--- src/logic/analog_out_failsafe_defines.vh ---
// Purpose: Constants for the two-channel analog output fail-safe control
// Assumes: 100 MHz module clock
// Notes:   Configuration indices apply to the cfg write port
`ifndef ANALOG_OUT_FAILSAFE_DEFINES_VH
`define ANALOG_OUT_FAILSAFE_DEFINES_VH

// ****************************************
// Configuration indices
// ****************************************
`define CFG_CHAN1_SUBST_MODE   4'h0
`define CFG_CHAN2_SUBST_MODE   4'h1
`define CFG_CHAN1_SUBST_VALUE  4'h2
`define CFG_CHAN2_SUBST_VALUE  4'h3
`define CFG_WATCHDOG_LIMIT     4'h4

// ****************************************
// Field positions and values
// ****************************************
`define VALID_BIT              0
`define HEALTH_OPEN_LINE_BIT   2
`define HEALTH_OVERTEMP_BIT    3
`define HEALTH_SUPPLY_BIT      7
`define MODE_STATIC            1'b0
`define MODE_HOLD              1'b1

// ****************************************
// Reset values
// ****************************************
`define RST_VALUE16            16'h0000
`define RST_MODE               1'b0
`define RST_WATCHDOG_LIMIT     16'h0003

// ****************************************
// Timing
// ****************************************
`define CLOCK_PERIOD_NS        10
`define MIN_CYCLE_TIME_NS      200000
`define MIN_CYCLE_CYCLES       (`MIN_CYCLE_TIME_NS / `CLOCK_PERIOD_NS)

`endif

--- src/logic/analog_out_failsafe_ctrl.v ---
// Purpose: Output value, health and fail-safe substitution for two channels
// Assumes: One cyclic transfer pulse per bus cycle from the bus side
// Notes:   Converter, ramp and scaling sit outside this block
//
// Behaviour
// - Zero output value switches channel LED off
// - Health byte: open line, overtemp, supply
// - Substitute mode: 0 static, 1 hold
// - Module valid bit 0; others read zero
// - Valid set: output follows cyclic value
// - Fail-safe event clears valid, substitutes output
// - Static mode outputs configured replacement value
// - Hold mode keeps last valid value
// - Only set valid bit transfer exits fail-safe
// - Next good transfer restores valid bit
// - Replacement value used only after valid set
// - Module health bit shows normal or fail-safe
// - Update completes every bus cycle
// - Two independent channels, separate registers
// - Permissible value drives channel output
`include "analog_out_failsafe_defines.vh"
`timescale 1ns/1ps
`default_nettype none

module analog_out_failsafe_ctrl
#(
  parameter MIN_CYCLE_COUNT = `MIN_CYCLE_CYCLES
)
(
  input  wire        clock,
  input  wire        srst,
  input  wire        xfer_strobe,
  input  wire [15:0] xfer_chan1_value,
  input  wire [15:0] xfer_chan2_value,
  input  wire [7:0]  xfer_valid_ctrl,
  input  wire        cfg_we,
  input  wire [3:0]  cfg_addr,
  input  wire [15:0] cfg_wdata,
  input  wire [1:0]  open_line_in,
  input  wire [1:0]  overtemp_in,
  input  wire        supply_fault_in,
  output wire [15:0] chan1_drive,
  output wire [15:0] chan2_drive,
  output wire [1:0]  channel_led,
  output wire [7:0]  chan1_health,
  output wire [7:0]  chan2_health,
  output wire [7:0]  failsafe_valid_ctrl,
  output reg         module_health_bit,
  output reg         fail_safe_output_mode
);

  // ****************************************
  // Helpers
  // ****************************************
  function [7:0] health_byte;
    input open_line;
    input overtemp;
    input supply;
    begin
      health_byte = 8'h00;
      health_byte[`HEALTH_OPEN_LINE_BIT] = open_line;
      health_byte[`HEALTH_OVERTEMP_BIT]  = overtemp;
      health_byte[`HEALTH_SUPPLY_BIT]    = supply;
    end
  endfunction

  function cfg_hit;
    input       we;
    input [3:0] addr;
    input [3:0] index;
    begin
      if (!we)
      begin
        cfg_hit = 1'b0;
      end
      else if (addr == index)
      begin
        cfg_hit = 1'b1;
      end
      else
      begin
        cfg_hit = 1'b0;
      end
    end
  endfunction

  // ****************************************
  // Pin synchronisers
  // ****************************************
  reg  [4:0]  pin_meta;
  reg  [4:0]  pin_sync;

  always @(posedge clock)
  begin
    if (srst)
    begin
      pin_meta <= 5'h00;
      pin_sync <= 5'h00;
    end
    else
    begin
      pin_meta <= {supply_fault_in, overtemp_in, open_line_in};
      pin_sync <= pin_meta;
    end
  end

  // ****************************************
  // Watchdog on cyclic transfers
  // ****************************************
  reg  [31:0] prescale;
  reg  [15:0] watchdog_ticks;
  reg  [15:0] watchdog_limit;
  reg         valid_int;
  reg  [7:0]  valid_reg;
  wire        tick;
  wire        timeout;

  assign tick    = (prescale == MIN_CYCLE_COUNT - 1);
  assign timeout = tick && (watchdog_limit != 16'h0000) &&
                   (watchdog_ticks + 16'h0001 >= watchdog_limit);

  always @(posedge clock)
  begin
    if (srst)
    begin
      prescale       <= 32'h0000_0000;
      watchdog_ticks <= 16'h0000;
    end
    else if (xfer_strobe)
    begin
      prescale       <= 32'h0000_0000;
      watchdog_ticks <= 16'h0000;
    end
    else if (tick)
    begin
      prescale <= 32'h0000_0000;
      if (watchdog_ticks != 16'hFFFF)
      begin
        watchdog_ticks <= watchdog_ticks + 16'h0001;
      end
    end
    else
    begin
      prescale <= prescale + 32'h0000_0001;
    end
  end

  // ****************************************
  // Module valid bit and mode
  // ****************************************
  localparam [1:0] ST_FAILSAFE = 2'b01;
  localparam [1:0] ST_NORMAL   = 2'b10;

  reg  [1:0]  mode_state;
  reg  [1:0]  next_mode_state;
  wire        next_normal;

  always @*
  begin
    next_mode_state = mode_state;
    case (mode_state)
      ST_NORMAL:
      begin
        if (xfer_strobe)
        begin
          if (!xfer_valid_ctrl[`VALID_BIT])
          begin
            next_mode_state = ST_FAILSAFE;
          end
        end
        else if (timeout)
        begin
          next_mode_state = ST_FAILSAFE;
        end
      end
      ST_FAILSAFE:
      begin
        if (xfer_strobe && xfer_valid_ctrl[`VALID_BIT])
        begin
          next_mode_state = ST_NORMAL;
        end
      end
      default:
      begin
        next_mode_state = ST_FAILSAFE;
      end
    endcase
  end

  assign next_normal = (next_mode_state == ST_NORMAL);

  always @(posedge clock)
  begin
    if (srst)
    begin
      mode_state            <= ST_FAILSAFE;
      valid_int             <= 1'b0;
      valid_reg             <= 8'h00;
      module_health_bit     <= 1'b0;
      fail_safe_output_mode <= 1'b1;
    end
    else
    begin
      mode_state            <= next_mode_state;
      valid_int             <= next_normal;
      valid_reg             <= {7'h00, next_normal};
      module_health_bit     <= next_normal;
      fail_safe_output_mode <= ~next_normal;
    end
  end

  assign failsafe_valid_ctrl = valid_reg;

  always @(posedge clock)
  begin
    if (srst)
    begin
      watchdog_limit <= `RST_WATCHDOG_LIMIT;
    end
    else if (cfg_hit(cfg_we, cfg_addr, `CFG_WATCHDOG_LIMIT))
    begin
      watchdog_limit <= cfg_wdata;
    end
  end

  // ****************************************
  // Per-channel datapath
  // ****************************************
  wire [31:0] drive_bus;
  wire [1:0]  led_bus;
  wire [15:0] health_bus;

  genvar ch;
  generate
    for (ch = 0; ch < 2; ch = ch + 1)
    begin : chan
      localparam [3:0] MODE_INDEX  = (ch == 0) ? `CFG_CHAN1_SUBST_MODE :
                                                 `CFG_CHAN2_SUBST_MODE;
      localparam [3:0] VALUE_INDEX = (ch == 0) ? `CFG_CHAN1_SUBST_VALUE :
                                                 `CFG_CHAN2_SUBST_VALUE;

      reg  [15:0] out_value;
      reg  [15:0] last_valid;
      reg  [15:0] subst_pending;
      reg  [15:0] subst_active;
      reg  [15:0] drive;
      reg         subst_mode;
      reg         led;
      reg  [7:0]  health;
      wire [15:0] xfer_value;
      wire        take;
      wire [15:0] next_drive;

      assign xfer_value = (ch == 0) ? xfer_chan1_value : xfer_chan2_value;
      assign take       = xfer_strobe && xfer_valid_ctrl[`VALID_BIT];
      assign next_drive = valid_int ? out_value :
                          (subst_mode == `MODE_HOLD) ? last_valid :
                          subst_active;

      always @(posedge clock)
      begin
        if (srst)
        begin
          out_value     <= `RST_VALUE16;
          last_valid    <= `RST_VALUE16;
          subst_pending <= `RST_VALUE16;
          subst_active  <= `RST_VALUE16;
          drive         <= `RST_VALUE16;
          subst_mode    <= `RST_MODE;
          led           <= 1'b0;
          health        <= 8'h00;
        end
        else
        begin
          if (xfer_strobe)
          begin
            out_value <= xfer_value;
          end
          if (take)
          begin
            last_valid <= xfer_value;
          end
          if (cfg_hit(cfg_we, cfg_addr, MODE_INDEX))
          begin
            subst_mode <= cfg_wdata[0];
          end
          if (cfg_hit(cfg_we, cfg_addr, VALUE_INDEX))
          begin
            subst_pending <= cfg_wdata;
          end
          if (valid_int)
          begin
            subst_active <= subst_pending;
          end
          drive  <= next_drive;
          led    <= (next_drive != 16'h0000);
          health <= health_byte(pin_sync[ch],
                                pin_sync[ch + 2],
                                pin_sync[4]);
        end
      end

      assign drive_bus[ch*16 +: 16] = drive;
      assign led_bus[ch]            = led;
      assign health_bus[ch*8 +: 8]  = health;
    end
  endgenerate

  assign chan1_drive  = drive_bus[15:0];
  assign chan2_drive  = drive_bus[31:16];
  assign channel_led  = led_bus;
  assign chan1_health = health_bus[7:0];
  assign chan2_health = health_bus[15:8];

endmodule

`default_nettype wire

--- config.mk ---
export PLATFORM = sky130hd
export DESIGN_NAME = analog_out_failsafe_ctrl
export DESIGN_NICKNAME = d
export VERILOG_FILES = /design/src/logic/analog_out_failsafe_ctrl.v
export VERILOG_INCLUDE_DIRS = /design/src /design/src/logic
export SDC_FILE = /design/constraint.sdc
export NUM_CORES = 1
export LEC_CHECK = 0
export BUFFER_PORTS_ARGS = -buffer_cell sky130_fd_sc_hd__buf_4
export CORE_MARGIN = 2
export CORE_UTILIZATION = 35
export DETAILED_ROUTE_END_ITERATION = 7
export GPL_TIMING_DRIVEN = 0
export SLEW_MARGIN = 20
export SYNTH_ARGS = -nofsm -noshare
export SYNTH_HDL_FRONTEND = slang
export SYNTH_SLANG_ARGS = --single-unit
--- constraint.sdc ---
create_clock -name clock -period 3.1 [get_ports clock]
set_input_delay 0.31 -clock clock [delete_from_list [all_inputs] [get_ports clock]]
set_output_delay 0.31 -clock clock [all_outputs]
set_load 0.005 [all_outputs]
==> results_dict.tcl, run 1 <==
set metrics [dict create \
    power.leakage_uw 0.00487 \
    cts_root_buf "clkbuf_16" \
    synth_common_cells "247 x dfxtp_1, 183 x nand2_1, 142 x nor2_1" \
    fin_crit_ns 2.84 \
    fillCellCount 2849 \
    postLayoutCellArea_um2 12500 \
    synth_top_area_cell "dfxtp_1" \
    place_inst 1650 \
    clkLatencyLatePin_ns 0.55 \
    tightest_slew_ns 0.924 \
    num_vias 8236 \
    cts_inserted_buffers 26 \
    ys_ff_latch 247 \
    cpMostUsedCell "ha_1" \
    drtPass1Iterations 5 \
    start_kind "flop" \
    ir_drop_uv 483 \
    slowest_delay_ns 0.38 \
    fin_ws_ns 0.263 \
    pwr_density_cell_nw_per_um2 570 \
    fin_skew_ns 0.0275 \
    ys_types 47 \
    htree_levels 1 \
    dieArea_um2 30600 \
    grt_max_degree 15 \
    nNetsFinal 1391 \
    globalplace.congestion 0.803 \
    coreArea_um2 28800 \
    die_w_um 175 \
    yosysSeqAreaShare_pct 48.3 \
    drcViolationCount 0 \
    multi_input_area_um2 4890 \
    synthTopCellsByArea "dfxtp_1 48%, mux2i_1 9.6%, nand2_1 6.7%" \
    final_cells 1701 \
    fp.dieH_um 175 \
    crit_chain "ha_1 > and3_2 > nand3_1 > or2_2 > xnor2_2 > ha_1 > nand4_1 > nor4_2 > a31oi_1 > o211ai_1 > o21ai_1" \
    grt_antenna_before_repair 0 \
    place_worst_setup_slack_ns 0.110 \
    async_flop_share_pct 0 \
    initial_core_util_pct 35.6 \
    hpwl_um 18500 \
    finalSetupViolCount 0 \
    hold_viol 0 \
    cp.arrival_ns 3.23 \
    synthesis.area_um2 10200 \
    synth_edf_count 0 \
    fin_setup_tns_ns 0 \
    regArea_um2 4950 \
    maxSlewViolCount 0 \
    cp.required_ns 3.50 \
    cts_setup_buffers 0 \
    wl_per_cell_um 15.0 \
    synth_top_area_share_pct 48.3 \
    grt.overflow.total 0 \
    worst-path-max-fanout 5 \
    drive_above_1_share_pct 16.7 \
    setup.worst_path.end_class "flop" \
    dpl_cell_area_um2 11600 \
    maxCapViolCount 0 \
    path_class "flop to flop" \
    ys.flop_type "dfxtp_1" \
    n_antenna_cell 0 \
    area_delta_synth_final_pct 22.4 \
    vias_per_cell 4.84 \
    synth.avg_cell_area_um2 8.93 \
    yosysWarnings 0 \
    ant_nets 0 \
    synthMostInstantiatedCell "dfxtp_1" \
    hp-class "input port to flop" \
    cts_tree "done" \
    status "completed" \
    max_freq_mhz 353 \
    clk_pin_slew_ns 0.06 \
    cts_sinks 247 \
    clock_path_buffers 3 \
    rsz0062_at_grt "no" \
    critPathSlowestCell "dfxtp_2" \
    grt_pass1_wl_um 40600 \
    min_period_over_period_pct 91.5 \
    grt_use_total_pct 16.3 \
    first_global_vias 7813 \
    synth_cells 1146 \
    fin_util_pct 43.5 \
    port_buffers 104 \
    ios 129 \
    wl_um 25500 \
    num_rows 62 \
    drt-initial-drc-count 410 \
    slew_headroom_pct 38.4 \
]
## placed cells by master (no fill, tap or decap), types with 26 or more instances in the layout
cell type	instances
nand2_1	183
mux2_2	32
clkbuf_16	26
dfxtp_1	246
clkbuf_1	42
nand3_1	30
nor2_1	142
a21oi_1	101
buf_4	125
mux2i_1	98
## sequential cells by signal, summed over array words and instances, names as in the netlist
signal / cells
watchdog_ticks: 16
prescale: 32
chan2_health: 3
fail_safe_output_mode: 1
watchdog_limit: 16
chan.last_valid: 32
chan.led: 2
chan.subst_mode: 2
chan1_health: 2
chan1_drive: 16
chan.out_value: 32
pin_sync: 5
mode_state: 2
chan.subst_pending: 32
failsafe_valid_ctrl: 1
pin_meta: 5
chan.subst_active: 32
chan2_drive: 16
## per-layer routing
layer	track usage, %	routed length (um)	vias to the layer above
li1	-	-	4154
met1	22.7	12400	3875
met2	26.2	11300	176
met3	3.07	1400	31
met4	3.89	408	0
met5	0	0	-
## where the power goes
| part | internal [uW] | switching [uW] |
|---|---|---|
| registers | 3270 | 46.8 |
| clock network | 1880 | 1270 |
| logic | 309 | 370 |
| total | 5460 | 1690 |
## cell families after synthesis
family | synth area share [%]
compound gates | 7.41
xor+xnor | 3.51
fa+ha+maj | 2.44
buf+inv | 4.72
flops | 48.3
mux | 13.1
other cells | 0.0366
simple gates | 20.5
## worst paths after layout
check / startpoint / end / slack (ns) / cells past startpoint
setup / recovery: watchdog_ticks[0]$_SDFFE_PP0P_ / failsafe_valid_ctrl[0]$_SDFF_PP0_ / 0.26 / 11
hold / removal: xfer_chan2_value[2] / chan[1].out_value[2]$_SDFFE_PP0P_ / 0.01 / 3
setup reg to reg: watchdog_ticks[0]$_SDFFE_PP0P_ / failsafe_valid_ctrl[0]$_SDFF_PP0_ / 0.26 / 11
hold reg to reg: pin_sync[4]$_SDFF_PP0_ / chan2_health[7]$_SDFF_PP0_ / 0.43 / 1
## worst max-delay path, delay by kind of cell, from the launching register on
kind,cells,cell delay (ns)
xor+xnor,1,0.15
flops,1,0.38
simple gates,5,1.18
fa+ha+maj,2,0.54
compound gates,3,0.46
## final cells by class
class / count / area share (%)
flip-flops and latches: 247 / 39.5
multi-input cells: 811 / 39.1
repair buffers: 112 / 6.87
clock buffers: 32 / 5.69
well taps: 384 / 3.83
plain buffers: 83 / 3.22
clock inverters: 11 / 1.24
inverters: 21 / 0.629
## repair_timing
| item | CTS | global route |
|---|---|---|
| hold buffers | 8 | 0 |
| resized for setup | 0 | 7 |
| endpoints found under the hold margin | 8 | 0 |
| endpoints found under the setup margin | 0 | 4 |
## through the flow
step           hold slack, ns  total power [uW]
5_1_grt               0.00101              7420
3_3_place_gp            0.417              4040
4_1_cts              0.000446              7210
3_5_place_dp            0.425              4050
2_1_floorplan           0.414              3800
6_report               0.0125              7140
Note: power is estimated with default switching activity, not from simulation.
==> run 2, diff against run 1 <==
Settings changed: CORE_UTILIZATION 35 to 50, PLACE_DENSITY from default to 0.7.
==> results_dict.tcl, run 2 (same netlist as run 1, synthesis figures left out) <==
set metrics [dict create \
    status "completed" \
    clk_pin_slew_ns 0.06 \
    globalplace.congestion 0.836 \
    power.leakage_uw 0.00488 \
    dieArea_um2 21600 \
    pwr_density_cell_nw_per_um2 583 \
    slowest_delay_ns 0.37 \
    cts_root_buf "clkbuf_16" \
    finalSetupViolCount 0 \
    maxSlewViolCount 0 \
    path_class "flop to flop" \
    num_rows 52 \
    met2_usage_pct 36.9 \
    fin_skew_ns 0.00837 \
    fin_setup_tns_ns 0 \
    maxCapViolCount 0 \
    slew_headroom_pct 36.9 \
    grt_use_total_pct 22.4 \
    clkLatencyLatePin_ns 0.53 \
    cts_inserted_buffers 26 \
    final_cells 1589 \
    drive_above_1_share_pct 16.7 \
    ir_drop_uv 426 \
    drcViolationCount 0 \
    cts_sinks 247 \
    min_period_over_period_pct 91.1 \
    coreArea_um2 20200 \
    cts_tree "done" \
    busiest_layer "met2" \
    die_w_um 147 \
    first_global_vias 7874 \
    critical_path.top_delay_family "simple AND/OR/NAND/NOR gates" \
    place_inst 1536 \
    ant_nets 0 \
    wl_per_cell_um 15.4 \
    fp.dieH_um 147 \
    met1_usage_pct 30.7 \
    critPathBufInv 0 \
    area_delta_synth_final_pct 21.1 \
    grt.overflow.total 0 \
    start_kind "flop" \
    initial_core_util_pct 50.8 \
    vias_per_cell 5.20 \
    tightest_slew_ns 0.946 \
    fin_crit_ns 2.82 \
    fin_util_pct 61.5 \
    critPathSlowestCell "dfxtp_1" \
    setup.worst_path.end_class "flop" \
    ios 129 \
    port_buffers 104 \
    hp-class "input port to flop" \
    num_vias 8268 \
    max_freq_mhz 354 \
    final_cell_mix "246 x dfxtp_1, 183 x nand2_1, 142 x nor2_1, 126 x buf_4, 101 x a21oi_1" \
    rsz0062_at_grt "no" \
    grt_antenna_before_repair 0 \
    hpwl_um 17700 \
    hold_viol 0 \
    layout_commonest_cell "dfxtp_1" \
    n_antenna_cell 0 \
    drt-initial-drc-count 425 \
    clock_path_buffers 3 \
    crit_chain "ha_2 > and3_1 > nand3_1 > or2_2 > xnor2_1 > ha_1 > nand4_1 > nor4_1 > a31oi_1 > o211ai_1 > o21ai_1" \
    grt_pass1_wl_um 39500 \
    grt_max_degree 14 \
    nNetsFinal 1389 \
    use_met3_pct 3.39 \
    cp.arrival_ns 3.23 \
    worst-path-max-fanout 4 \
    cp.required_ns 3.50 \
    wl_um 24500 \
    drtPass1Iterations 5 \
    htree_levels 1 \
]
run 2: metrics by stage:
stage | hold WS [ns] | worst slack, ns | total power [uW] | area, um2
2_1_floorplan | 0.414 | 0.559 | 3800 | 10300
3_5_place_dp | 0.422 | 0.0250 | 4050 | 11400
4_1_cts | 0.0107 | 0.0187 | 7270 | 12400
5_1_grt | 0.0111 | 0.0265 | 7490 | 12400
3_3_place_gp | 0.416 | 0.134 | 4040 | 11400
6_report | 0.0198 | 0.277 | 7220 | 12400
run 2: where the power goes:
part | switching, uW | internal, uW | leakage (uW)
Combinational | 364 | 305 | 0.00243
Clock | 1270 | 1960 | 0.000442
Sequential | 47.0 | 3270 | 0.00200
run 2: per-layer routing:
metal / part of all wire, % / up-vias
met1: 46 / 3869
li1: - / 4153
met4: 1.8 / 0
met2: 47 / 213
met5: 0 / -
met3: 5.7 / 33
run 2: worst register-to-register path: cells and delay by family, from the launching register on:
family,cells,cell delay [ns]
AND/OR/NAND/NOR,5,1.19
flip-flops,1,0.37
adder cells (fa/ha/maj),2,0.52
AO/OA/AOI/OAI,3,0.47
XOR/XNOR,1,0.14
run 2: layout make-up:
| cell class | count | area, um2 |
|---|---|---|
| clock inverters | 9 | 138 |
| inverters | 21 | 78.8 |
| repair buffers | 110 | 838 |
| fillers | 1810 | 7770 |
| clock buffers | 38 | 766 |
| multi-input cells | 811 | 4890 |
| plain buffers | 83 | 404 |
| well taps | 270 | 338 |
| flip-flops and latches | 247 | 4950 |
run 2: what timing repair did:
| action | in CTS | in global routing |
|---|---|---|
| setup buffers | 0 | 1 |
| endpoints found under the setup margin | 0 | 4 |
| resized for setup | 0 | 6 |
| endpoints found under the hold margin | 5 | 0 |
| hold buffers | 5 | 0 |
run 2: worst paths after layout:
path | from | cells after the start | slack [ns] | end
min | xfer_chan1_value[4] | 3 | 0.02 | chan[0].out_value[4]$_SDFFE_PP0P_
max reg2reg | watchdog_ticks[1]$_SDFFE_PP0P_ | 11 | 0.28 | failsafe_valid_ctrl[0]$_SDFF_PP0_
max | watchdog_ticks[1]$_SDFFE_PP0P_ | 11 | 0.28 | failsafe_valid_ctrl[0]$_SDFF_PP0_
min reg2reg | pin_meta[1]$_SDFF_PP0_ | 1 | 0.43 | pin_sync[1]$_SDFF_PP0_
==> run 3, diff against run 2 <==
Settings changed: GPL_TIMING_DRIVEN 0 to 1, TNS_END_PERCENT from default to 10.
==> results_dict.tcl, run 3 (same netlist as run 1, synthesis figures left out) <==
set metrics [dict create \
    final_cells 1507 \
    fp.dieH_um 147 \
    grt_use_total_pct 20.7 \
    final_cell_mix "246 x dfxtp_1, 183 x nand2_1, 142 x nor2_1, 113 x buf_4, 101 x a21oi_1" \
    reg2reg_depth 11 \
    critPathSlowestCell "dfxtp_1" \
    place_inst 1465 \
    holdWs_ns 0.0141 \
    cp.depth 11 \
    ant_nets 0 \
    reg2reg_slack_ns 0.24 \
    worst-path-max-fanout 5 \
    tightest_slew_ns 0.749 \
    timing.rr.start "watchdog_ticks[0]$_SDFFE_PP0P_" \
    cts_sinks 247 \
    grt_max_degree 137 \
    wl_per_cell_um 15.2 \
    clk_pin_slew_ns 0.06 \
    rsz0062_at_grt "no" \
    coreArea_um2 20200 \
    cp.required_ns 3.49 \
    globalplace.congestion 0.798 \
    first_global_vias 7461 \
    wl_um 22800 \
    cpMostUsedCell "ha_1" \
    ir_drop_uv 340 \
    internal_power_uw 5180 \
    cp-endpoint "failsafe_valid_ctrl[0]$_SDFF_PP0_" \
    num_vias 7906 \
    start_kind "flop" \
    crit_chain "ha_1 > and3_1 > nand3_1 > or2_2 > xnor2_1 > ha_1 > nand4_1 > nor4_1 > a31oi_1 > o211ai_1 > o21ai_0" \
    min_period_over_period_pct 92.2 \
    hpwl_um 15300 \
    drcViolationCount 0 \
    share_seq_of_total_power_pct 49.3 \
    grt.overflow.total 0 \
    path_class "flop to flop" \
    grt_pass1_wl_um 37200 \
    clkLatencyLatePin_ns 0.53 \
    power.leakage_uw 0.00464 \
    clock_path_buffers 3 \
    cts_root_buf "clkbuf_16" \
    num_rows 52 \
    critical_path.top_delay_family "simple AND/OR/NAND/NOR gates" \
    hold_viol 0 \
    finalSetupViolCount 0 \
    r2r_end "failsafe_valid_ctrl[0]$_SDFF_PP0_" \
    critPathBufInv 0 \
    ios 129 \
    initial_core_util_pct 50.8 \
    maxSlewViolCount 0 \
    cts_inserted_buffers 26 \
    area_delta_synth_final_pct 16.5 \
    pwr-share-clk_pct 42.0 \
    dieArea_um2 21600 \
    combPwrFrac_pct 8.7 \
    nNetsFinal 1313 \
    p_sw_uw 1590 \
    fin_setup_tns_ns 0 \
    status "completed" \
    hp-class "input port to flop" \
    min_from "overtemp_in[0]" \
    drtPass1Iterations 5 \
    critPathLaunch "watchdog_ticks[0]$_SDFFE_PP0P_" \
    port_buffers 104 \
    pwr_density_cell_nw_per_um2 568 \
    htree_levels 1 \
    max_freq_mhz 350 \
    drt-initial-drc-count 465 \
    fin_crit_ns 2.86 \
    slew_headroom_pct 50.1 \
    vias_per_cell 5.25 \
    drive_above_1_share_pct 15.9 \
    layout_commonest_cell "dfxtp_1" \
    cts_tree "done" \
    maxCapViolCount 0 \
    grt_antenna_before_repair 0 \
    slowest_delay_ns 0.41 \
    die_w_um 147 \
    n_antenna_cell 0 \
    fin_skew_ns 0.0106 \
    setup.worst_path.end_class "flop" \
    switching_share_pct 23.4 \
    cp.arrival_ns 3.25 \
]
run 3: timing repair:
item                                   4_1_cts  5_1_grt
resized for setup                            0        1
setup endpoints to repair                    0        1
hold buffers                                 1        0
buffers inserted                             0        0
endpoints found under the hold margin        1        0
run 3: how the worst min path moves through the flow:
stage | end | slack (ns) | cells past startpoint
final | pin_meta[2]$_SDFF_PP0_ | 0.01 | 2
after global routing | pin_meta[1]$_SDFF_PP0_ | 0.02 | 2
after CTS | pin_meta[3]$_SDFF_PP0_ | 0.002 | 2
after detailed placement | pin_sync[4]$_SDFF_PP0_ | 0.42 | 1
after global placement | chan1_health[2]$_SDFF_PP0_ | 0.42 | 1
after floorplan | chan1_health[2]$_SDFF_PP0_ | 0.41 | 1
run 3: routing by layer:
layer	vias up	global-route usage (%)	part of all wire [%]
li1	3991	-	-
met1	3702	28.1	46
met2	185	35.1	48
met3	28	2.92	4.8
met4	0	4.90	1.6
met5	-	0	0
run 3: through the flow:
step | setup WS (ns) | total power [uW] | area (um2) | util (%)
4_1_cts | 0.158 | 6830 | 11900 | 59.1
3_3_place_gp | 0.285 | 3980 | 11100 | 55.2
6_report | 0.242 | 6770 | 11900 | 59.1
3_5_place_dp | 0.186 | 3990 | 11100 | 55.2
2_1_floorplan | 0.559 | 3800 | 10300 | -
5_1_grt | 0.0207 | 7030 | 11900 | 59.1
run 3: cell type report:
class                   instances  area [um2]
well taps                     270         338
flip-flops and latches        247        4950
clock inverters                 6        41.3
inverters                      21        78.8
clock buffers                  35         734
fillers                      1842        8240
repair buffers                117         910
multi-input cells             811        4870
run 3: worst register-to-register path: cells and delay by family (launching register included):
kind,cells,cell delay (ns)
flops,1,0.41
simple gates,5,1.17
xor+xnor,1,0.13
compound gates,3,0.46
fa+ha+maj,2,0.55
run 3: power groups by stage:
stage                     clock (uW)  sequential, uW  combinational (uW)
after floorplan                    0            3370                 422
after global placement             0            3400                 582
after detailed placement           0            3400                 588
after CTS                       2910            3330                 592
after global routing            3040            3340                 644
final                           2850            3330                 588
